===== src/hw/scs_pkg.sv =====
// constants and types shared by the system clock select and fail monitor
// assumes a single 25 MHz bus clock; oscillator sources arrive as raw pins
package scs_pkg;

  // ----------------------------------------------------------------------
  // clock sources
  // ----------------------------------------------------------------------
  localparam int SRC_N = 5;
  localparam int SEL_W = 3;
  typedef enum logic [2:0] {
    SCS_SRC_RC     = 3'h0,  // internal precision rc
    SCS_SRC_XTAL   = 3'h1,  // crystal or resonator
    SCS_SRC_EXTRC  = 3'h2,  // external rc network
    SCS_SRC_EXTCLK = 3'h3,  // external clock drive
    SCS_SRC_WDTOSC = 3'h4   // low power watchdog oscillator
  } scs_src_t;

  // switch sequencer states
  typedef enum logic [0:0] {
    SCS_SW_RUN  = 1'b0,
    SCS_SW_GATE = 1'b1
  } scs_sw_state_t;

  // ----------------------------------------------------------------------
  // register map (byte addresses) and fields
  // ----------------------------------------------------------------------
  localparam logic [4:0] ADDR_CTRL     = 5'h00;
  localparam logic [4:0] ADDR_STATUS   = 5'h04;
  localparam logic [4:0] ADDR_IRQ_STAT = 5'h08;
  localparam logic [4:0] ADDR_IRQ_CLR  = 5'h0C;
  localparam logic [4:0] ADDR_IRQ_EN   = 5'h10;

  localparam int CTL_SEL_LSB     = 0;
  localparam int CTL_SYS_DET_BIT = 3;
  localparam int CTL_WDT_DET_BIT = 4;
  localparam int CTL_RC_EN_BIT   = 5;
  localparam int CTL_WDT_EN_BIT  = 6;
  localparam logic [7:0] CTL_RST = 8'h60;

  localparam int IRQ_SYS_BIT = 0;
  localparam int IRQ_WDT_BIT = 1;
  localparam int IRQ_W       = 2;

  // ----------------------------------------------------------------------
  // timing
  // ----------------------------------------------------------------------
  localparam int CLK_PERIOD_NS      = 40;
  localparam int SYS_FAIL_PERIOD_NS = 1000000;  // 1 kHz floor
  localparam int SYS_FAIL_CYCLES    = SYS_FAIL_PERIOD_NS / CLK_PERIOD_NS;
  localparam int WDT_FAIL_CYCLES    = 8004;

endpackage


===== src/hw/scs_clk_switch.sv =====
// system clock multiplexer with input synchronisers, glitch-free unless force_i is set
// assumes sel_i is always a valid source index below N
`timescale 1ns/1ns
`default_nettype none
module scs_clk_switch
  import scs_pkg::*;
#(
  parameter int N  = SRC_N,
  parameter int SW = SEL_W
) (
  input  wire logic          clock_i,   // bus clock
  input  wire logic          rst_i,     // sync reset
  input  wire logic [N-1:0]  src_i,     // raw oscillator pins
  input  wire logic [SW-1:0] sel_i,     // wanted source
  input  wire logic          force_i,   // skip wait on old source
  output logic               clk_o,     // system clock
  output logic [SW-1:0]      active_o,  // source now driving
  output logic               busy_o,    // switch in progress
  output logic [N-1:0]       lvl_o      // synchronised source levels
);

  typedef struct packed {
    logic [N-1:0]  s1;
    logic [N-1:0]  s2;
    logic [SW-1:0] cur;
    scs_sw_state_t state;
    logic          out;
  } scs_sw_regs_t;

  scs_sw_regs_t q, d;

  // ----------------------------------------------------------------------
  // switch sequencer
  // ----------------------------------------------------------------------
  // old source is dropped only while low unless force_i is set, new one joined only while low,
  // so without force_i the output never carries a shortened pulse
  always_comb begin
    d    = q;
    d.s1 = src_i;
    d.s2 = q.s1;
    case (q.state)
      SCS_SW_RUN: begin
        d.out = q.s2[q.cur];
        if (sel_i != q.cur && (force_i || !q.s2[q.cur])) begin
          d.state = SCS_SW_GATE;
          d.out   = 1'b0;
        end
      end
      SCS_SW_GATE: begin
        d.out = 1'b0;
        if (!q.s2[sel_i]) begin
          d.cur   = sel_i;
          d.state = SCS_SW_RUN;
        end
      end
      default: d.state = SCS_SW_RUN;
    endcase
  end

  // state register; out of reset the rc oscillator drives
  always_ff @(posedge clock_i) begin
    if (rst_i) begin
      q <= '{s1: '0, s2: '0, cur: SW'(SCS_SRC_RC), state: SCS_SW_RUN, out: 1'b0};
    end else begin
      q <= d;
    end
  end

  assign clk_o    = q.out;
  assign active_o = q.cur;
  assign busy_o   = (q.state == SCS_SW_GATE) || (sel_i != q.cur);
  assign lvl_o    = q.s2;

endmodule
`default_nettype wire


===== src/hw/scs_edge_watch.sv =====
// edge timeout watchdog: flags a missing rising edge on a level
// assumes level_i is already in the clock_i domain
`timescale 1ns/1ns
`default_nettype none
module scs_edge_watch #(
  parameter int LIMIT = 8004,
  parameter int CW    = $clog2(LIMIT + 1)
) (
  input  wire logic clock_i,  // bus clock
  input  wire logic rst_i,    // sync reset
  input  wire logic en_i,     // detector enable
  input  wire logic level_i,  // watched clock level
  output logic      fail_o    // one-cycle failure pulse
);

  typedef struct packed {
    logic          last;
    logic [CW-1:0] cnt;
    logic          tripped;
    logic          fail;
  } scs_ew_regs_t;

  scs_ew_regs_t q, d;

  // ----------------------------------------------------------------------
  // timeout counter
  // ----------------------------------------------------------------------
  // one report per outage; re-armed by an edge or by disabling
  always_comb begin
    d      = q;
    d.last = level_i;
    d.fail = 1'b0;
    if (!en_i) begin
      d.cnt     = '0;
      d.tripped = 1'b0;
    end else if (level_i && !q.last) begin
      d.cnt     = '0;
      d.tripped = 1'b0;
    end else if (q.cnt >= CW'(LIMIT - 1)) begin
      d.fail    = !q.tripped;
      d.tripped = 1'b1;
    end else begin
      d.cnt = q.cnt + CW'(1);
    end
  end

  always_ff @(posedge clock_i) begin
    if (rst_i) begin
      q <= '0;
    end else begin
      q <= d;
    end
  end

  assign fail_o = q.fail;

endmodule
`default_nettype wire


===== src/hw/scs_osc_ctrl.sv =====
// oscillator control: source select, failure detection and recovery,
// Avalon-MM register slave and interrupt outputs
// assumes oscillator pins are asynchronous to clock_i and that software
// keeps the detector-enable discipline around source changes
`timescale 1ns/1ns
`default_nettype none

// Notes on behaviour
// - five selectable sources: rc, crystal, external rc, external clock, watchdog osc
// - detectors left enabled across a change may report a spurious failure
// - reset enables the internal rc oscillator and selects it
// - selecting another source leaves the rc oscillator running while its own enable bit is set
// - primary clock failure raises a non-maskable event
// - primary clock failure switches the system clock to the watchdog osc
// - automatic switch-over only when the watchdog oscillator is enabled
// - after switch-over the cpu runs slowly and gets the failure vector
// - primary detector trips below about 1 kHz
// - watchdog osc failure raises its own event, no source change
// - after watchdog osc failure primary detection is no longer possible
// - watchdog osc failure after 8004 cycles without a watchdog edge
module scs_osc_ctrl
  import scs_pkg::*;
#(
  parameter int SYS_LIMIT = SYS_FAIL_CYCLES,  // primary timeout cycles
  parameter int WDT_LIMIT = WDT_FAIL_CYCLES   // watchdog timeout cycles
) (
  input  wire logic             clock_i,          // bus clock, 25 MHz
  input  wire logic             rst_i,            // sync reset, active high
  // avalon-mm slave
  input  wire logic [4:0]       address_i,        // byte address
  input  wire logic             read_i,           // read request
  input  wire logic             write_i,          // write request
  input  wire logic [31:0]      writedata_i,      // write data
  input  wire logic [3:0]       byteenable_i,     // byte lanes
  output logic [31:0]           readdata_o,       // read data
  output logic                  waitrequest_o,    // stall
  // oscillators
  input  wire logic [SRC_N-1:0] osc_i,            // raw source clocks
  output logic [SRC_N-1:0]      osc_en_o,         // per-source enables
  output logic                  sysclk_o,         // selected system clock
  // cpu events
  output logic                  nmi_o,            // non-maskable level
  output logic [IRQ_W-1:0]      fail_vec_o,       // failure cause
  output logic                  irq_o             // maskable level
);

  // ----------------------------------------------------------------------
  // state
  // ----------------------------------------------------------------------
  typedef struct packed {
    logic [7:0]       ctl;       // control register
    logic [IRQ_W-1:0] irq_stat;  // sticky failure flags
    logic [IRQ_W-1:0] irq_en;    // interrupt enables
    logic             forced;    // recovery override active
    logic             wdt_dead;  // watchdog osc found dead
    logic             ack;       // bus answer cycle
    logic [31:0]      rdata;     // captured read data
    logic [IRQ_W-1:0] vec;       // failure vector
  } scs_regs_t;

  localparam scs_regs_t REGS_RST = '{
    ctl: CTL_RST, irq_stat: '0, irq_en: '0, forced: 1'b0,
    wdt_dead: 1'b0, ack: 1'b0, rdata: '0, vec: '0
  };

  scs_regs_t q, d;

  logic [SEL_W-1:0] sel_sw;
  logic [SEL_W-1:0] sel_eff;
  logic [SEL_W-1:0] active;
  logic             busy;
  logic [SRC_N-1:0] lvl;
  logic             sys_det_en;
  logic             wdt_det_en;
  logic             sys_fail;
  logic             wdt_fail;
  logic             rc_en;
  logic             wdt_en;
  logic [31:0]      status_word;
  logic [31:0]      rd_mux;
  logic             req;
  logic             take;
  logic [IRQ_W-1:0] set_bits;
  logic [IRQ_W-1:0] clr_bits;
  logic [2:0]       wsel;

  // ----------------------------------------------------------------------
  // source selection
  // ----------------------------------------------------------------------
  // recovery overrides the software choice until software writes control
  assign sel_sw  = q.ctl[CTL_SEL_LSB +: SEL_W];
  assign sel_eff = q.forced ? SEL_W'(SCS_SRC_WDTOSC) : sel_sw;
  assign rc_en   = q.ctl[CTL_RC_EN_BIT];
  assign wdt_en  = q.ctl[CTL_WDT_EN_BIT];

  scs_clk_switch #(
    .N  (SRC_N),
    .SW (SEL_W)
  ) u_switch (
    .clock_i  (clock_i),
    .rst_i    (rst_i),
    .src_i    (osc_i),
    .sel_i    (sel_eff),
    .force_i  (q.forced),
    .clk_o    (sysclk_o),
    .active_o (active),
    .busy_o   (busy),
    .lvl_o    (lvl)
  );

  // oscillator enables: the rc osc stays on while it is selected or while its own bit is set
  always_comb begin
    osc_en_o = '0;
    for (int i = 0; i < SRC_N; i++) begin
      osc_en_o[i] = (sel_eff == SEL_W'(i));
    end
    osc_en_o[SCS_SRC_RC]     = osc_en_o[SCS_SRC_RC] | rc_en;
    osc_en_o[SCS_SRC_WDTOSC] = osc_en_o[SCS_SRC_WDTOSC] | wdt_en;
  end

  // ----------------------------------------------------------------------
  // failure detectors
  // ----------------------------------------------------------------------
  // no gating on busy: a detector left on through a change may trip,
  // which is the documented hazard of skipping the disable step
  assign sys_det_en = q.ctl[CTL_SYS_DET_BIT]
                    && !q.wdt_dead
                    && (active != SEL_W'(SCS_SRC_WDTOSC));
  assign wdt_det_en = q.ctl[CTL_WDT_DET_BIT] && wdt_en;

  // primary monitor: no rising edge within one 1 kHz period
  scs_edge_watch #(
    .LIMIT (SYS_LIMIT)
  ) u_sys_watch (
    .clock_i (clock_i),
    .rst_i   (rst_i),
    .en_i    (sys_det_en),
    .level_i (sysclk_o),
    .fail_o  (sys_fail)
  );

  // watchdog osc monitor: counts cycles while waiting for its edge
  scs_edge_watch #(
    .LIMIT (WDT_LIMIT)
  ) u_wdt_watch (
    .clock_i (clock_i),
    .rst_i   (rst_i),
    .en_i    (wdt_det_en),
    .level_i (lvl[SCS_SRC_WDTOSC]),
    .fail_o  (wdt_fail)
  );

  // ----------------------------------------------------------------------
  // bus decode
  // ----------------------------------------------------------------------
  // one wait cycle on every access; the write lands and read data is
  // presented at the edge where waitrequest is low
  assign req  = read_i || write_i;
  assign take = req && q.ack;
  assign waitrequest_o = req && !q.ack;

  assign status_word = {24'h000000, busy, q.wdt_dead, q.forced, sysclk_o, 1'b0, active};

  // read multiplexer; unmapped and write-only offsets read zero
  always_comb begin
    if (address_i == ADDR_CTRL) begin
      rd_mux = {24'h000000, q.ctl};
    end else if (address_i == ADDR_STATUS) begin
      rd_mux = status_word;
    end else if (address_i == ADDR_IRQ_STAT) begin
      rd_mux = {30'h00000000, q.irq_stat};
    end else if (address_i == ADDR_IRQ_EN) begin
      rd_mux = {30'h00000000, q.irq_en};
    end else begin
      rd_mux = 32'h00000000;
    end
  end

  // ----------------------------------------------------------------------
  // event sources
  // ----------------------------------------------------------------------
  always_comb begin
    set_bits = '0;
    set_bits[IRQ_SYS_BIT] = sys_fail;
    set_bits[IRQ_WDT_BIT] = wdt_fail;
    clr_bits = '0;
    if (take && write_i && address_i == ADDR_IRQ_CLR && byteenable_i[0]) begin
      clr_bits = writedata_i[IRQ_W-1:0];
    end
  end

  // a reserved select code keeps the current choice
  assign wsel = (writedata_i[CTL_SEL_LSB +: SEL_W] < 3'(SRC_N))
              ? writedata_i[CTL_SEL_LSB +: SEL_W] : sel_sw;

  // ----------------------------------------------------------------------
  // register update
  // ----------------------------------------------------------------------
  always_comb begin
    d     = q;
    d.ack = req && !q.ack;
    if (req && !q.ack) begin
      d.rdata = rd_mux;
    end
    // software writes
    if (take && write_i && byteenable_i[0]) begin
      if (address_i == ADDR_CTRL) begin
        d.ctl = writedata_i[7:0];
        d.ctl[CTL_SEL_LSB +: SEL_W] = wsel;
        d.ctl[7] = 1'b0;
        d.forced = 1'b0;  // software has chosen a source again
      end else if (address_i == ADDR_IRQ_EN) begin
        d.irq_en = writedata_i[IRQ_W-1:0];
      end
    end
    // sticky flags: a set in the clearing cycle survives
    d.irq_stat = (q.irq_stat & ~clr_bits) | set_bits;
    // automatic recovery needs a running watchdog oscillator
    if (sys_fail && wdt_en) begin
      d.forced = 1'b1;
    end
    // watchdog death ends primary detection until reset
    if (wdt_fail) begin
      d.wdt_dead = 1'b1;
    end
    // vector names the newest cause; the cpu keeps running on the slow clock
    if (sys_fail) begin
      d.vec = IRQ_W'(1 << IRQ_SYS_BIT);
    end else if (wdt_fail) begin
      d.vec = IRQ_W'(1 << IRQ_WDT_BIT);
    end else if (d.irq_stat == '0) begin
      d.vec = '0;
    end
  end

  always_ff @(posedge clock_i) begin
    if (rst_i) begin
      q <= REGS_RST;
    end else begin
      q <= d;
    end
  end

  // ----------------------------------------------------------------------
  // outputs
  // ----------------------------------------------------------------------
  // nmi ignores the enables, irq honours them
  assign readdata_o = q.rdata;
  assign nmi_o      = |q.irq_stat;
  assign irq_o      = |(q.irq_stat & q.irq_en);
  assign fail_vec_o = q.vec;

endmodule
`default_nettype wire


===== config.mk =====
export PLATFORM = sky130hd
export DESIGN_NAME = scs_osc_ctrl
export DESIGN_NICKNAME = d
export VERILOG_FILES = /design/src/hw/scs_pkg.sv /design/src/hw/scs_clk_switch.sv /design/src/hw/scs_edge_watch.sv /design/src/hw/scs_osc_ctrl.sv
export SDC_FILE = /design/constraint.sdc
export NUM_CORES = 1
export LEC_CHECK = 0
export BUFFER_PORTS_ARGS = -buffer_cell sky130_fd_sc_hd__buf_2
export CORE_MARGIN = 2
export CORE_UTILIZATION = 30
export CTS_CLUSTER_DIAMETER = 150
export DETAILED_ROUTE_END_ITERATION = 8
export GPL_TIMING_DRIVEN = 0
export HOLD_SLACK_MARGIN = 0.15
export PLACE_DENSITY = 0.53
export SYNTH_ARGS = -nofsm -noshare
export SYNTH_HDL_FRONTEND = slang
export SYNTH_SLANG_ARGS = --single-unit

===== constraint.sdc =====
create_clock -name clock_i -period 2.05 [get_ports clock_i]
set_clock_uncertainty 0.15 [all_clocks]
set_input_delay 0.1025 -clock clock_i [delete_from_list [all_inputs] [get_ports clock_i]]
set_output_delay 0.1025 -clock clock_i [all_outputs]
set_load 0.01 [all_outputs]

## Yosys cells after proc, flatten, opt, wreduce, memory -nomap -nowiden

Index checks and enable logic that the tools add are counted.

- $add $sub $neg: 2
- Magnitude comparators: 5
- Equal/unequal tests: 10
- Muxes and demuxes: 19
- Bitwise operators: 13
- Reduce and logical (&&, ||, !) cells: 42

Operators by type and width:

| kind | count |
|---|---|
| 2-to-1 mux 8 bit | 2 |
| adder 15 x 1 -> 15 bit, second input constant | 1 |
| greater-or-equal comparator 15 bit, second input constant | 1 |
| adder 13 x 1 -> 13 bit, second input constant | 1 |
| greater-or-equal comparator 13 bit, second input constant | 1 |
| logical AND 1 bit | 13 |
| 2-to-1 mux 2 bit | 6 |
| == test 5 x 4 -> 1 bit, second input constant | 2 |
| less-than comparator 3 x 4 -> 1 bit, second input constant | 2 |
| OR reduction 4 bit | 2 |
| logical NOT 1 bit | 7 |
| 2-to-1 mux 1 bit | 7 |
| inverter 1 bit | 7 |
| binary-select mux 1 bit (select 3 bit) | 2 |
| == test 3 x 2 -> 1 bit, second input constant | 2 |
| AND reduction 2 bit | 3 |
| AND reduction 3 bit | 2 |
| nonzero test 2 bit | 3 |
| OR reduction 2 bit | 3 |
| OR reduction 3 bit | 2 |
| == test 5 x 3 -> 1 bit, second input constant | 1 |
| == test 5 bit, second input constant | 1 |
| logical NOT 5 bit | 1 |
| AND 2 bit | 2 |
| other kinds (14) | 17 |

- Flip-flop bits (word level): 97
- Bits of input ports: 50
- Output and inout port bits: 43

## Depth between registers and ports, before layout

Gate-level depths: netlist of run 1.

- Word-level depth: 13
- Mapped depth: 7
- Depth with buffers taken out: 6

## By module

From an unflattened synthesis of run 1, not the netlist that was laid out.

- Cell total of the unflattened synthesis: 445
- Area total of the unflattened synthesis: 3,837.4 sq um

Modules (own cells, without submodules):

| module | instances | cells each | area each (sq um) |
|---|---|---|---|
| scs_osc_ctrl | 1 | 174 | 1,401.3 |
| scs_edge_watch at u_sys_watch | 1 | 112 | 934.6 |
| scs_edge_watch at u_wdt_watch | 1 | 98 | 848.3 |
| scs_clk_switch | 1 | 61 | 653.1 |

## Least setup slack after synthesis of run 1

No wires, ideal clock.

- Path type: register -> register
- From: register u_sys_watch.q[2] in the netlist's numbering
- To: register u_sys_watch.q[10] in the netlist's numbering
- Library setup time: 59 ps
- Arrival: 1,605 ps
- Required time: 1,841 ps
- Setup slack: 236 ps
- Stages on the path, launching flop included: 7
- Period minus slack after synthesis: 1,814 ps
- Cell sequence: dfxtp_1 ha_1 a211oi_1 a211o_1 nand3_4 or4_1 nand2_1

- Longest elaborated chain between the ends: 1
- Elaborated cells between the ends (all ways): 2
- Those cells by class: add/sub (1); order compare (1)

RTL lines:

| what | RTL line | RTL |
|---|---|---|
| start, declared | scs_edge_watch.sv:23 | `scs_ew_regs_t q, d;` |
| start signal, assigned | scs_edge_watch.sv:49 | `q <= '0;` |
| start signal, assigned | scs_edge_watch.sv:51 | `q <= d;` |
| adder 15 x 1 -> 15 bit / greater-or-equal comparator 15 bit (equally long branches) | scs_edge_watch.sv:43, scs_edge_watch.sv:39 |  |

Several ways; a longest one is shown, not always the timed one.
A chain may end at the register's enable or synchronous reset.

## Worst setup path after layout of run 1

- From: input address_i[4]
- To: register q[47] in the netlist's numbering

- Longest elaborated chain between the ends: 2

RTL lines:

| what | RTL line | RTL |
|---|---|---|
| start, declared | scs_osc_ctrl.sv:30 | `input wire logic [4:0] address_i,` |
| logical NOT 5 bit | scs_osc_ctrl.sv:207 | `if (address_i == ADDR_CTRL) begin` |
| AND reduction 2 bit (no line) | -- |  |
| end signal, assigned | scs_osc_ctrl.sv:238 | `q <= REGS_RST;` |
| end signal, assigned | scs_osc_ctrl.sv:240 | `q <= d;` |
| end, declared | scs_osc_ctrl.sv:66 | `scs_regs_t q, d;` |

No other way between the ends.

==> flow_summary.toml, run 1 <==
[sta]
hold_viol = 0
final.min_clock_period_ps = 1950
finalCritPeriodShare = 0.952
setup_repair_after_global_routing_missed_its_margin = "no"
timing.slew.headroom = 0.493
fmax_ghz = 0.513
final_critical_path_setup_slack_ps = 98.8
finalSetupViolations = 0
totalNegativeSetupSlack_ps = 0
tightestPinTransition_ps = 751
final_max_slew_viol_count = 0

[floorplanning]
num_rows = 39
start_util = 0.307
die_width_um = 112
floorplan.die.height_um = 112
design.core.area_mm2 = 0.0114
die_area_mm2 = 0.0126
num_io_pins = 93

[power_and_ir_drop]
power_frac_clock = 0.511
internal_power_mw = 2.62
seq_power_share = 0.436
static-leakage-power_nw = 1.82
worst_ir_drop_vdd_uv = 359
p_sw_frac = 0.206
share_comb_of_total_power = 0.053
p_sw_uw = 678
power_density_mw_per_mm2 = 728

[min_path]
origin_of_the_worst_min_delay_path = "address_i[3]"
hold_class = "in -> reg"

[outcome]
outcome = "finished, final reports clean"

[cts]
root_buffer = "sky130_fd_sc_hd__clkbuf_16"
tritoncts = "yes"
numClockSinks = 73
cts-buffers-inserted = 9
clk_transition_reported_paths_ps = 60
worstSkewPairLatency_ps = 340
cts_max_path_buffers = 2
htree_num_levels = 3

[final_layout]
nets = 558
postLayoutCoreUtil = 0.397
diodes = 0
design_area_mm2 = 0.00453
sequential_cell_area_in_the_final_layout_mm2 = 0.00146
final_cells = 654
fillCellCount = 1175
multi_input_comb_area_mm2 = 0.00177
proportion_of_layout_cells_with_a_drive_suffix_above_1 = 0.205
layout-area-overhead-vs-synth_pct = 29.2

[detailed_routing]
avgRoutedWirePerCell_um = 12.4
routed_via_density = 4.67
drt_pre_antenna_iters = 5
final_antenna_net_count = 0
detailroute.via_count = 3053
drt_first_iter_violations = 134
overall_routed_net_length_um = 8110
remaining_drc_errors = 0

[worst_setup_path]
critical_path.most_common_cell = "sky130_fd_sc_hd__dlygate4sd3_1"
crit_path_max_fanout = 10
critical_path.startpoint = "address_i[4]"
cp_data_required_time_ps = 2120
rr_startpoint = "q[34]$_SDFF_PP0_"
cp_slowest_cell = "sky130_fd_sc_hd__dlygate4sd3_1"
crit_path_end_kind = "flip-flop"
cp_slowest_stage_delay_ps = 550
worstSetupPathType = "in -> reg"
critical_path_arrival_ps = 2020
cells_traversed_along_the_worst_timing_path = "dlygate4sd3_1 > buf_2 > and3b_1 > buf_4 > mux2i_1 > nand2_1 > dlygate4sd3_1"
setup.worst_path.start_class = "primary input"

[grt]
grt-ovfl-total = 0
grt_max_degree = 13
groute.usage.overall = 0.135
antenna_violations_before_repair = 0
first_global_vias = 2894
grt_first_pass_wirelength_um = 13600

[yosys]
mappedNetlistArea_mm2 = 0.00351
yosysWarnings = 0
yosys.cell_count.top_type = "sky130_fd_sc_hd__dfxtp_1"
synth_enable_flop_cells = 0
netlist_top_cells_area = "sky130_fd_sc_hd__dfxtp_1 (42%), sky130_fd_sc_hd__buf_4 (7.5%), sky130_fd_sc_hd__nor2_1 (5.7%)"
postSynthRegisterBits = 73
ys_dominant_reg_cell = "sky130_fd_sc_hd__dfxtp_1"
synth_area_leader_cell = "sky130_fd_sc_hd__dfxtp_1"
synth_cell_type_count = 59
share_of_synthesized_area_occupied_by_flip_flops_and_latches = 0.417
area_share_of_the_leading_cell_type_in_the_synthesized_netlist = 0.417
asyncSetResetFlopFracSynth = 0
synthesis.area_per_instance_um2 = 8.55
syn_inst = 410
yosys-top-cells-count = "sky130_fd_sc_hd__dfxtp_1 (73), sky130_fd_sc_hd__nor2_1 (53), sky130_fd_sc_hd__buf_4 (35), sky130_fd_sc_hd__nand2_1 (35), sky130_fd_sc_hd__nor2b_1 (17)"

[job]
max-cap-violations = 0

[placed_design]
dpl_worst_slack_ps = 97.6
gp_congestion = 0.832
number_of_buffers_inserted_by_port_buffering = 40
post-place-cells = 616
hpwlAfterDp_um = 5890
postPlaceCellArea_mm2 = 0.00397
## state kept, by name, indices dropped and copies added, names as in the netlist
signal              count
u_switch.lvl_o          5
readdata_o              8
u_switch.clk_o          1
u_switch.active_o       3
u_switch.q              1
fail_vec_o              2
u_sys_watch.q          17
q                      14
u_switch.d              5
u_wdt_watch.q          15
u_wdt_watch.fail_o      1
u_sys_watch.fail_o      1
## power by group through the flow
stage                     clock [mW]  sequential, mW  combinational, mW
after detailed placement           0            1.47              0.146
after floorplan                    0            1.47             0.0975
after CTS                       1.73            1.44              0.174
after global routing            1.80            1.44              0.193
final                           1.69            1.44              0.175
after global placement             0            1.47              0.146
## routing by layer
metal,vias to the layer above,track usage,part of all wire
met5,-,0,0
met4,0,0.0537,0.018
met3,12,0.0329,0.053
met2,70,0.222,0.46
met1,1416,0.170,0.46
li1,1555,-,-
## worst paths after layout
check / to / cells past startpoint / slack (ps)
setup reg to reg: q[47]$_SDFFE_PP1P_ / 6 / 120
setup / recovery: q[47]$_SDFFE_PP1P_ / 7 / 100
hold reg to reg: u_sys_watch.fail_o$_SDFF_PP0_ / 1 / 260
hold / removal: q[40]$_SDFF_PP0_ / 5 / 170
## area by class of cell
cell class                      count  area share
Multi-Input combinational cell    297       0.391
Sequential cell                    73       0.322
Timing Repair Buffer               62      0.0922
Buffer                             50      0.0729
Clock buffer                       12      0.0544
Tap cell                          143      0.0395
Clock inverter                      4      0.0168
Inverter                           13      0.0108
## kinds of logic (layout without fill, tap and decap cells)
| kind of cell | count (synthesis) | count (layout) | share of synthesized area |
|---|---|---|---|
| adder cells (fa/ha/maj) | 2 | 2 | 0.00713 |
| other | 1 | 24 | 0.00107 |
| AND/OR/NAND/NOR | 173 | 173 | 0.252 |
| XOR/XNOR | 20 | 20 | 0.0499 |
| AO/OA/AOI/OAI | 64 | 64 | 0.126 |
| flip-flops | 73 | 73 | 0.417 |
| multiplexers | 14 | 14 | 0.0403 |
| buffers and inverters | 63 | 141 | 0.107 |
## layout by cell type (no fill, tap or decap), types with 3 or more instances in the layout
master and n:
sky130_fd_sc_hd__mux2i_1 13, sky130_fd_sc_hd__conb_1 24, sky130_fd_sc_hd__nand2_1 35, sky130_fd_sc_hd__nand3_1 14
sky130_fd_sc_hd__xnor2_1 9, sky130_fd_sc_hd__inv_1 13, sky130_fd_sc_hd__nand4_1 7, sky130_fd_sc_hd__buf_1 3
sky130_fd_sc_hd__nor2b_1 17, sky130_fd_sc_hd__clkbuf_16 9, sky130_fd_sc_hd__nor4_1 5, sky130_fd_sc_hd__clkbuf_1 10
sky130_fd_sc_hd__or4_1 4, sky130_fd_sc_hd__buf_4 36, sky130_fd_sc_hd__and3_1 6, sky130_fd_sc_hd__o21ai_0 16
sky130_fd_sc_hd__o211ai_1 6, sky130_fd_sc_hd__dfxtp_1 73, sky130_fd_sc_hd__nor3_1 8, sky130_fd_sc_hd__nor2_1 53
sky130_fd_sc_hd__dlygate4sd3_1 21, sky130_fd_sc_hd__buf_2 41, sky130_fd_sc_hd__a22oi_1 5, sky130_fd_sc_hd__a21oi_1 13
sky130_fd_sc_hd__xor2_1 11, sky130_fd_sc_hd__and4_1 4
## timing repair
action,4_1_cts,5_1_grt
hold buffers,21,0
setup buffers,0,1
resized for setup,0,7
endpoints found under the hold margin,28,0
setup endpoints to repair,0,21
## critical path: cells and delay by family
kind | cells | cell delay (ps)
multiplexers | 1 | 190
buffers and inverters | 4 | 1450
AND/OR/NAND/NOR | 2 | 280
## through the flow
step	hold WS (ps)	total power [mW]
2_1_floorplan	80.1	1.56
3_3_place_gp	170	1.61
3_5_place_dp	169	1.62
4_1_cts	154	3.35
5_1_grt	211	3.43
6_report	170	3.30
No activity file was read; power rests on OpenSTA's default activity.
==> run 2: changes to the inputs <==
--- a/config.mk
+++ b/config.mk
@@ -6,13 +6,15 @@
 export NUM_CORES = 1
 export LEC_CHECK = 0
 export BUFFER_PORTS_ARGS = -buffer_cell sky130_fd_sc_hd__buf_2
+export CELL_PAD_IN_SITES_DETAIL_PLACEMENT = 1
+export CELL_PAD_IN_SITES_GLOBAL_PLACEMENT = 1
 export CORE_MARGIN = 2
 export CORE_UTILIZATION = 30
 export CTS_CLUSTER_DIAMETER = 150
 export DETAILED_ROUTE_END_ITERATION = 8
 export GPL_TIMING_DRIVEN = 0
 export HOLD_SLACK_MARGIN = 0.15
-export PLACE_DENSITY = 0.53
+export PLACE_DENSITY = 0.67
 export SYNTH_ARGS = -nofsm -noshare
 export SYNTH_HDL_FRONTEND = slang
 export SYNTH_SLANG_ARGS = --single-unit
==> constraint.sdc (replaced) <==
create_clock -name clock_i -period 1.82 [get_ports clock_i]
set_clock_uncertainty 0.15 [all_clocks]
set_input_delay 0.091 -clock clock_i [delete_from_list [all_inputs] [get_ports clock_i]]
set_output_delay 0.091 -clock clock_i [all_outputs]
set_load 0.01 [all_outputs]
==> flow_summary.toml, run 2 (synthesis gave the netlist of run 1 again) <==
[outcome]
outcome = "finished, violations left"
violations = "setup timing"

[sta]
setup_repair_after_global_routing_missed_its_margin = "yes"
timing.slew.headroom = 0.643
final_critical_path_setup_slack_ps = -9.58
totalNegativeSetupSlack_ps = -17.4
finalCritPeriodShare = 1.01
fmax_ghz = 0.547
finalSetupViolations = 2
final.min_clock_period_ps = 1830
final_max_slew_viol_count = 0
hold_slack_ps = 157
tightestPinTransition_ps = 531
hold_viol = 0

[floorplanning]
start_util = 0.307
floorplan.die.height_um = 112
num_io_pins = 93
design.core.area_mm2 = 0.0114
die_width_um = 112
die_area_mm2 = 0.0126
num_rows = 39

[placed_design]
gp_congestion = 0.808
hpwlAfterDp_um = 6580
postPlaceCellArea_mm2 = 0.00397
number_of_buffers_inserted_by_port_buffering = 40
dpl_worst_slack_ps = -148

[cts]
root_buffer = "sky130_fd_sc_hd__clkbuf_16"
numClockSinks = 73
cts-buffers-inserted = 9
clk_transition_reported_paths_ps = 60
tritoncts = "yes"
worstSkewPairLatency_ps = 330
cts_max_path_buffers = 2
htree_num_levels = 3

[grt]
first_global_vias = 3191
grt_max_degree = 12
groute.usage.overall = 0.157
antenna_violations_before_repair = 0
grt-ovfl-total = 0
grt_first_pass_wirelength_um = 15900

[worst_setup_path]
crit_path_end_kind = "flip-flop"
setup.worst_path.start_class = "flip-flop"
cp_data_required_time_ps = 1940
crit_path_max_fanout = 6
critical_path_arrival_ps = 1950
worstSetupPathType = "reg -> reg"

[final_layout]
diodes = 0
design_area_mm2 = 0.00475
layout_commonest_cell = "sky130_fd_sc_hd__dfxtp_1"
layout-area-overhead-vs-synth_pct = 35.4
nets = 571
largest_register_ffs = 17
proportion_of_layout_cells_with_a_drive_suffix_above_1 = 0.294
top_regs = "u_sys_watch.q: 17 flops, u_wdt_watch.q: 15 flops, q: 14 flops"
final_cell_mix = "sky130_fd_sc_hd__dfxtp_1 (58), sky130_fd_sc_hd__nor2_1 (52), sky130_fd_sc_hd__buf_4 (50)"
largest-register = "u_sys_watch.q"

[detailed_routing]
overall_routed_net_length_um = 9800
detailroute.via_count = 3184
final_antenna_net_count = 0
drt_first_iter_violations = 127
drt_pre_antenna_iters = 4
route.met2.wl_um = 4950
top_layer_used = "met4"
routed_via_density = 4.78
remaining_drc_errors = 0
avgRoutedWirePerCell_um = 14.7
met1_wire_length_um = 4380
detailroute.wirelength.met3_um = 348

[power_and_ir_drop]
share_comb_of_total_power = 0.059
design_power_total_mw = 3.52
static-leakage-power_nw = 1.92
power_density_mw_per_mm2 = 742
p_sw_uw = 757
seq_power_share = 0.458
p_sw_frac = 0.215
worst_ir_drop_vdd_uv = 501
power_frac_clock = 0.483
internal_power_mw = 2.77

[job]
max-cap-violations = 0

[min_path]
hold_class = "in -> reg"
run 2: per-layer routing:
layer | vias up | track usage
li1 | 1588 | -
met1 | 1534 | 0.193
met2 | 52 | 0.271
met3 | 10 | 0.0340
met4 | 0 | 0.0545
met5 | - | 0
run 2: power groups by stage:
| stage | Clock, mW | Combinational [mW] | Sequential (mW) |
|---|---|---|---|
| floorplan | 0 | 0.110 | 1.65 |
| finish | 1.70 | 0.208 | 1.61 |
| global placement | 0 | 0.165 | 1.65 |
| detailed placement | 0 | 0.167 | 1.65 |
| global route | 1.82 | 0.229 | 1.61 |
| CTS | 1.75 | 0.204 | 1.62 |
run 2: final cells by class:
type                       instances  area, um2
tap                              143        179
multi-input combinational        297       1880
clock inverter                     3       42.5
buffer                            48        337
fill                            1367       6670
inverter                          13       48.8
sequential                        73       1490
timing repair buffer              77        533
clock buffer                      12        236
run 2: worst paths after layout:
check	start	end	slack [ps]	cells after the start
worst max register to register	u_sys_watch.q[2]$_SDFFE_PP0N_	u_sys_watch.q[8]$_SDFFE_PP0N_	-10	6
worst max-delay path	u_sys_watch.q[2]$_SDFFE_PP0N_	u_sys_watch.q[8]$_SDFFE_PP0N_	-10	6
worst min-delay path	address_i[0]	readdata_o[2]$_SDFFE_PP0P_	160	5
worst min register to register	u_wdt_watch.q[1]$_SDFFE_PP0P_	u_wdt_watch.fail_o$_SDFF_PP0_	280	1
run 2: critical path, cell delays in order (launching register included):
cell	delay (ps)
sky130_fd_sc_hd__dfxtp_4	360
sky130_fd_sc_hd__ha_4	160
sky130_fd_sc_hd__a211oi_2	190
sky130_fd_sc_hd__a211o_1	210
sky130_fd_sc_hd__nand3_4	120
sky130_fd_sc_hd__or4_4	500
sky130_fd_sc_hd__nand2_2	70
run 2: metrics by stage:
stage,cells,util
after floorplan,433,-
final,666,0.416
after detailed placement,616,0.348
after global placement,616,0.348
after CTS,656,0.400
after global routing,666,0.416
run 2: timing repair:
item                                   in CTS  in global routing
pin swaps                                   7                 13
gates resized for setup                    18                 41
hold buffers                               22                  0
setup endpoints to repair                  30                 50
buffers inserted                            5                 10
endpoints found under the hold margin      29                  0
==> run 3: changes to the inputs <==
==> constraint.sdc (replaced) <==
create_clock -name clock_i -period 1.82 [get_ports clock_i]
set_clock_uncertainty 0.15 [all_clocks]
set_input_delay 0.182 -clock clock_i [delete_from_list [all_inputs] [get_ports clock_i]]
set_output_delay 0.182 -clock clock_i [all_outputs]
set_load 0.01 [all_outputs]
==> flow_summary.toml, run 3 (synthesis gave the netlist of run 1 again) <==
[outcome]
outcome = "finished, violations left"
violations = "setup timing"

[final_layout]
top_regs = "u_sys_watch.q: 17 flops, u_wdt_watch.q: 15 flops, q: 14 flops"
final_cells = 661
nets = 566
layout_commonest_cell = "sky130_fd_sc_hd__dfxtp_1"
largest_register_ffs = 17
largest-register = "u_sys_watch.q"
final_cell_mix = "sky130_fd_sc_hd__dfxtp_1 (59), sky130_fd_sc_hd__nor2_1 (52), sky130_fd_sc_hd__buf_4 (51)"
design_area_mm2 = 0.00470
diodes = 0
proportion_of_layout_cells_with_a_drive_suffix_above_1 = 0.292
fillCellCount = 1368
layout-area-overhead-vs-synth_pct = 34.0
sequential_cell_area_in_the_final_layout_mm2 = 0.00149
multi_input_comb_area_mm2 = 0.00188
postLayoutCoreUtil = 0.412

[grt]
grt_first_pass_wirelength_um = 15800
groute.usage.overall = 0.156
first_global_vias = 3157
antenna_violations_before_repair = 0
grt-ovfl-total = 0
grt_max_degree = 12

[cts]
cts_max_path_buffers = 2
tritoncts = "yes"
htree_num_levels = 3
cts-buffers-inserted = 9
numClockSinks = 73
root_buffer = "sky130_fd_sc_hd__clkbuf_16"
worstSkewPairLatency_ps = 330
clk_transition_reported_paths_ps = 60

[sta]
timing.slew.headroom = 0.597
finalSetupViolations = 3
fmax_ghz = 0.546
final_max_slew_viol_count = 0
setup_repair_after_global_routing_missed_its_margin = "yes"
finalCritPeriodShare = 1.01
final_critical_path_setup_slack_ps = -11.5
totalNegativeSetupSlack_ps = -23.6
hold_slack_ps = 119
hold_viol = 0
final.min_clock_period_ps = 1830
tightestPinTransition_ps = 604

[detailed_routing]
avgRoutedWirePerCell_um = 14.7
drt_first_iter_violations = 139
remaining_drc_errors = 0
drt_pre_antenna_iters = 4
routed_via_density = 4.76
detailroute.via_count = 3146
overall_routed_net_length_um = 9720
final_antenna_net_count = 0

[placed_design]
hpwlAfterDp_um = 6580
post-place-cells = 616
postPlaceCellArea_mm2 = 0.00397
dpl_worst_slack_ps = -236
gp_congestion = 0.808
number_of_buffers_inserted_by_port_buffering = 40

[floorplanning]
design.core.area_mm2 = 0.0114
num_io_pins = 93
start_util = 0.307
die_width_um = 112
num_rows = 39
floorplan.die.height_um = 112
die_area_mm2 = 0.0126

[worst_setup_path]
rr_startpoint = "u_sys_watch.q[2]$_SDFFE_PP0N_"
critical_path_arrival_ps = 1950
setup.worst_path.start_class = "flip-flop"
cp_data_required_time_ps = 1940
crit_path_end_kind = "flip-flop"
crit_path_max_fanout = 6
worstSetupPathType = "reg -> reg"
critical_path.startpoint = "u_sys_watch.q[2]$_SDFFE_PP0N_"

[min_path]
origin_of_the_worst_min_delay_path = "rst_i"
hold_class = "in -> reg"

[power_and_ir_drop]
design_power_total_mw = 3.51
share_comb_of_total_power = 0.057
worst_ir_drop_vdd_uv = 501
power_frac_clock = 0.484
static-leakage-power_nw = 1.89
power_density_mw_per_mm2 = 748
p_sw_frac = 0.215
internal_power_mw = 2.76
p_sw_uw = 756
seq_power_share = 0.459

[job]
max-cap-violations = 0
[run 3: area by class of cell]
cell class	instances	area share
Buffer	48	0.0719
Timing Repair Buffer	72	0.103
Tap cell	143	0.0381
Sequential cell	73	0.317
Multi-Input combinational cell	297	0.401
Clock buffer	12	0.0503
Clock inverter	3	0.00905
Inverter	13	0.0104
[run 3: timing repair]
action	in CTS	in global routing
hold buffers	17	0
pin swaps	7	13
setup buffers	5	10
endpoints found under the hold margin	20	0
setup endpoints to repair	31	34
gates resized for setup	22	35
cloned	0	0
[run 3: per-layer routing]
layer | global-route usage | up-vias | share of wire
li1 | - | 1579 | -
met1 | 0.193 | 1506 | 0.45
met2 | 0.269 | 53 | 0.50
met3 | 0.0335 | 8 | 0.038
met4 | 0.0512 | 0 | 0.011
met5 | 0 | - | 0
[run 3: final timing paths]
kind	depth (start not counted)	to	slack, ps
setup / recovery	6	u_sys_watch.q[8]$_SDFFE_PP0N_	-10
hold / removal	4	readdata_o[2]$_SDFFE_PP0P_	120
setup reg to reg	6	u_sys_watch.q[8]$_SDFFE_PP0N_	-10
hold reg to reg	1	u_wdt_watch.fail_o$_SDFF_PP0_	280
[run 3: worst max-delay path, stage by stage, from the launching register on]
cell,delay (ps)
sky130_fd_sc_hd__dfxtp_4,360
sky130_fd_sc_hd__ha_4,160
sky130_fd_sc_hd__a211oi_2,190
sky130_fd_sc_hd__a211o_1,210
sky130_fd_sc_hd__nand3_4,120
sky130_fd_sc_hd__or4_4,500
sky130_fd_sc_hd__nand2_2,70
[run 3: power groups by stage]
stage	registers, mW	logic [mW]	clock network, mW
floorplan	1.65	0.110	0
CTS	1.62	0.198	1.75
global placement	1.65	0.165	0
finish	1.61	0.201	1.70
global route	1.61	0.221	1.82
detailed placement	1.65	0.167	0
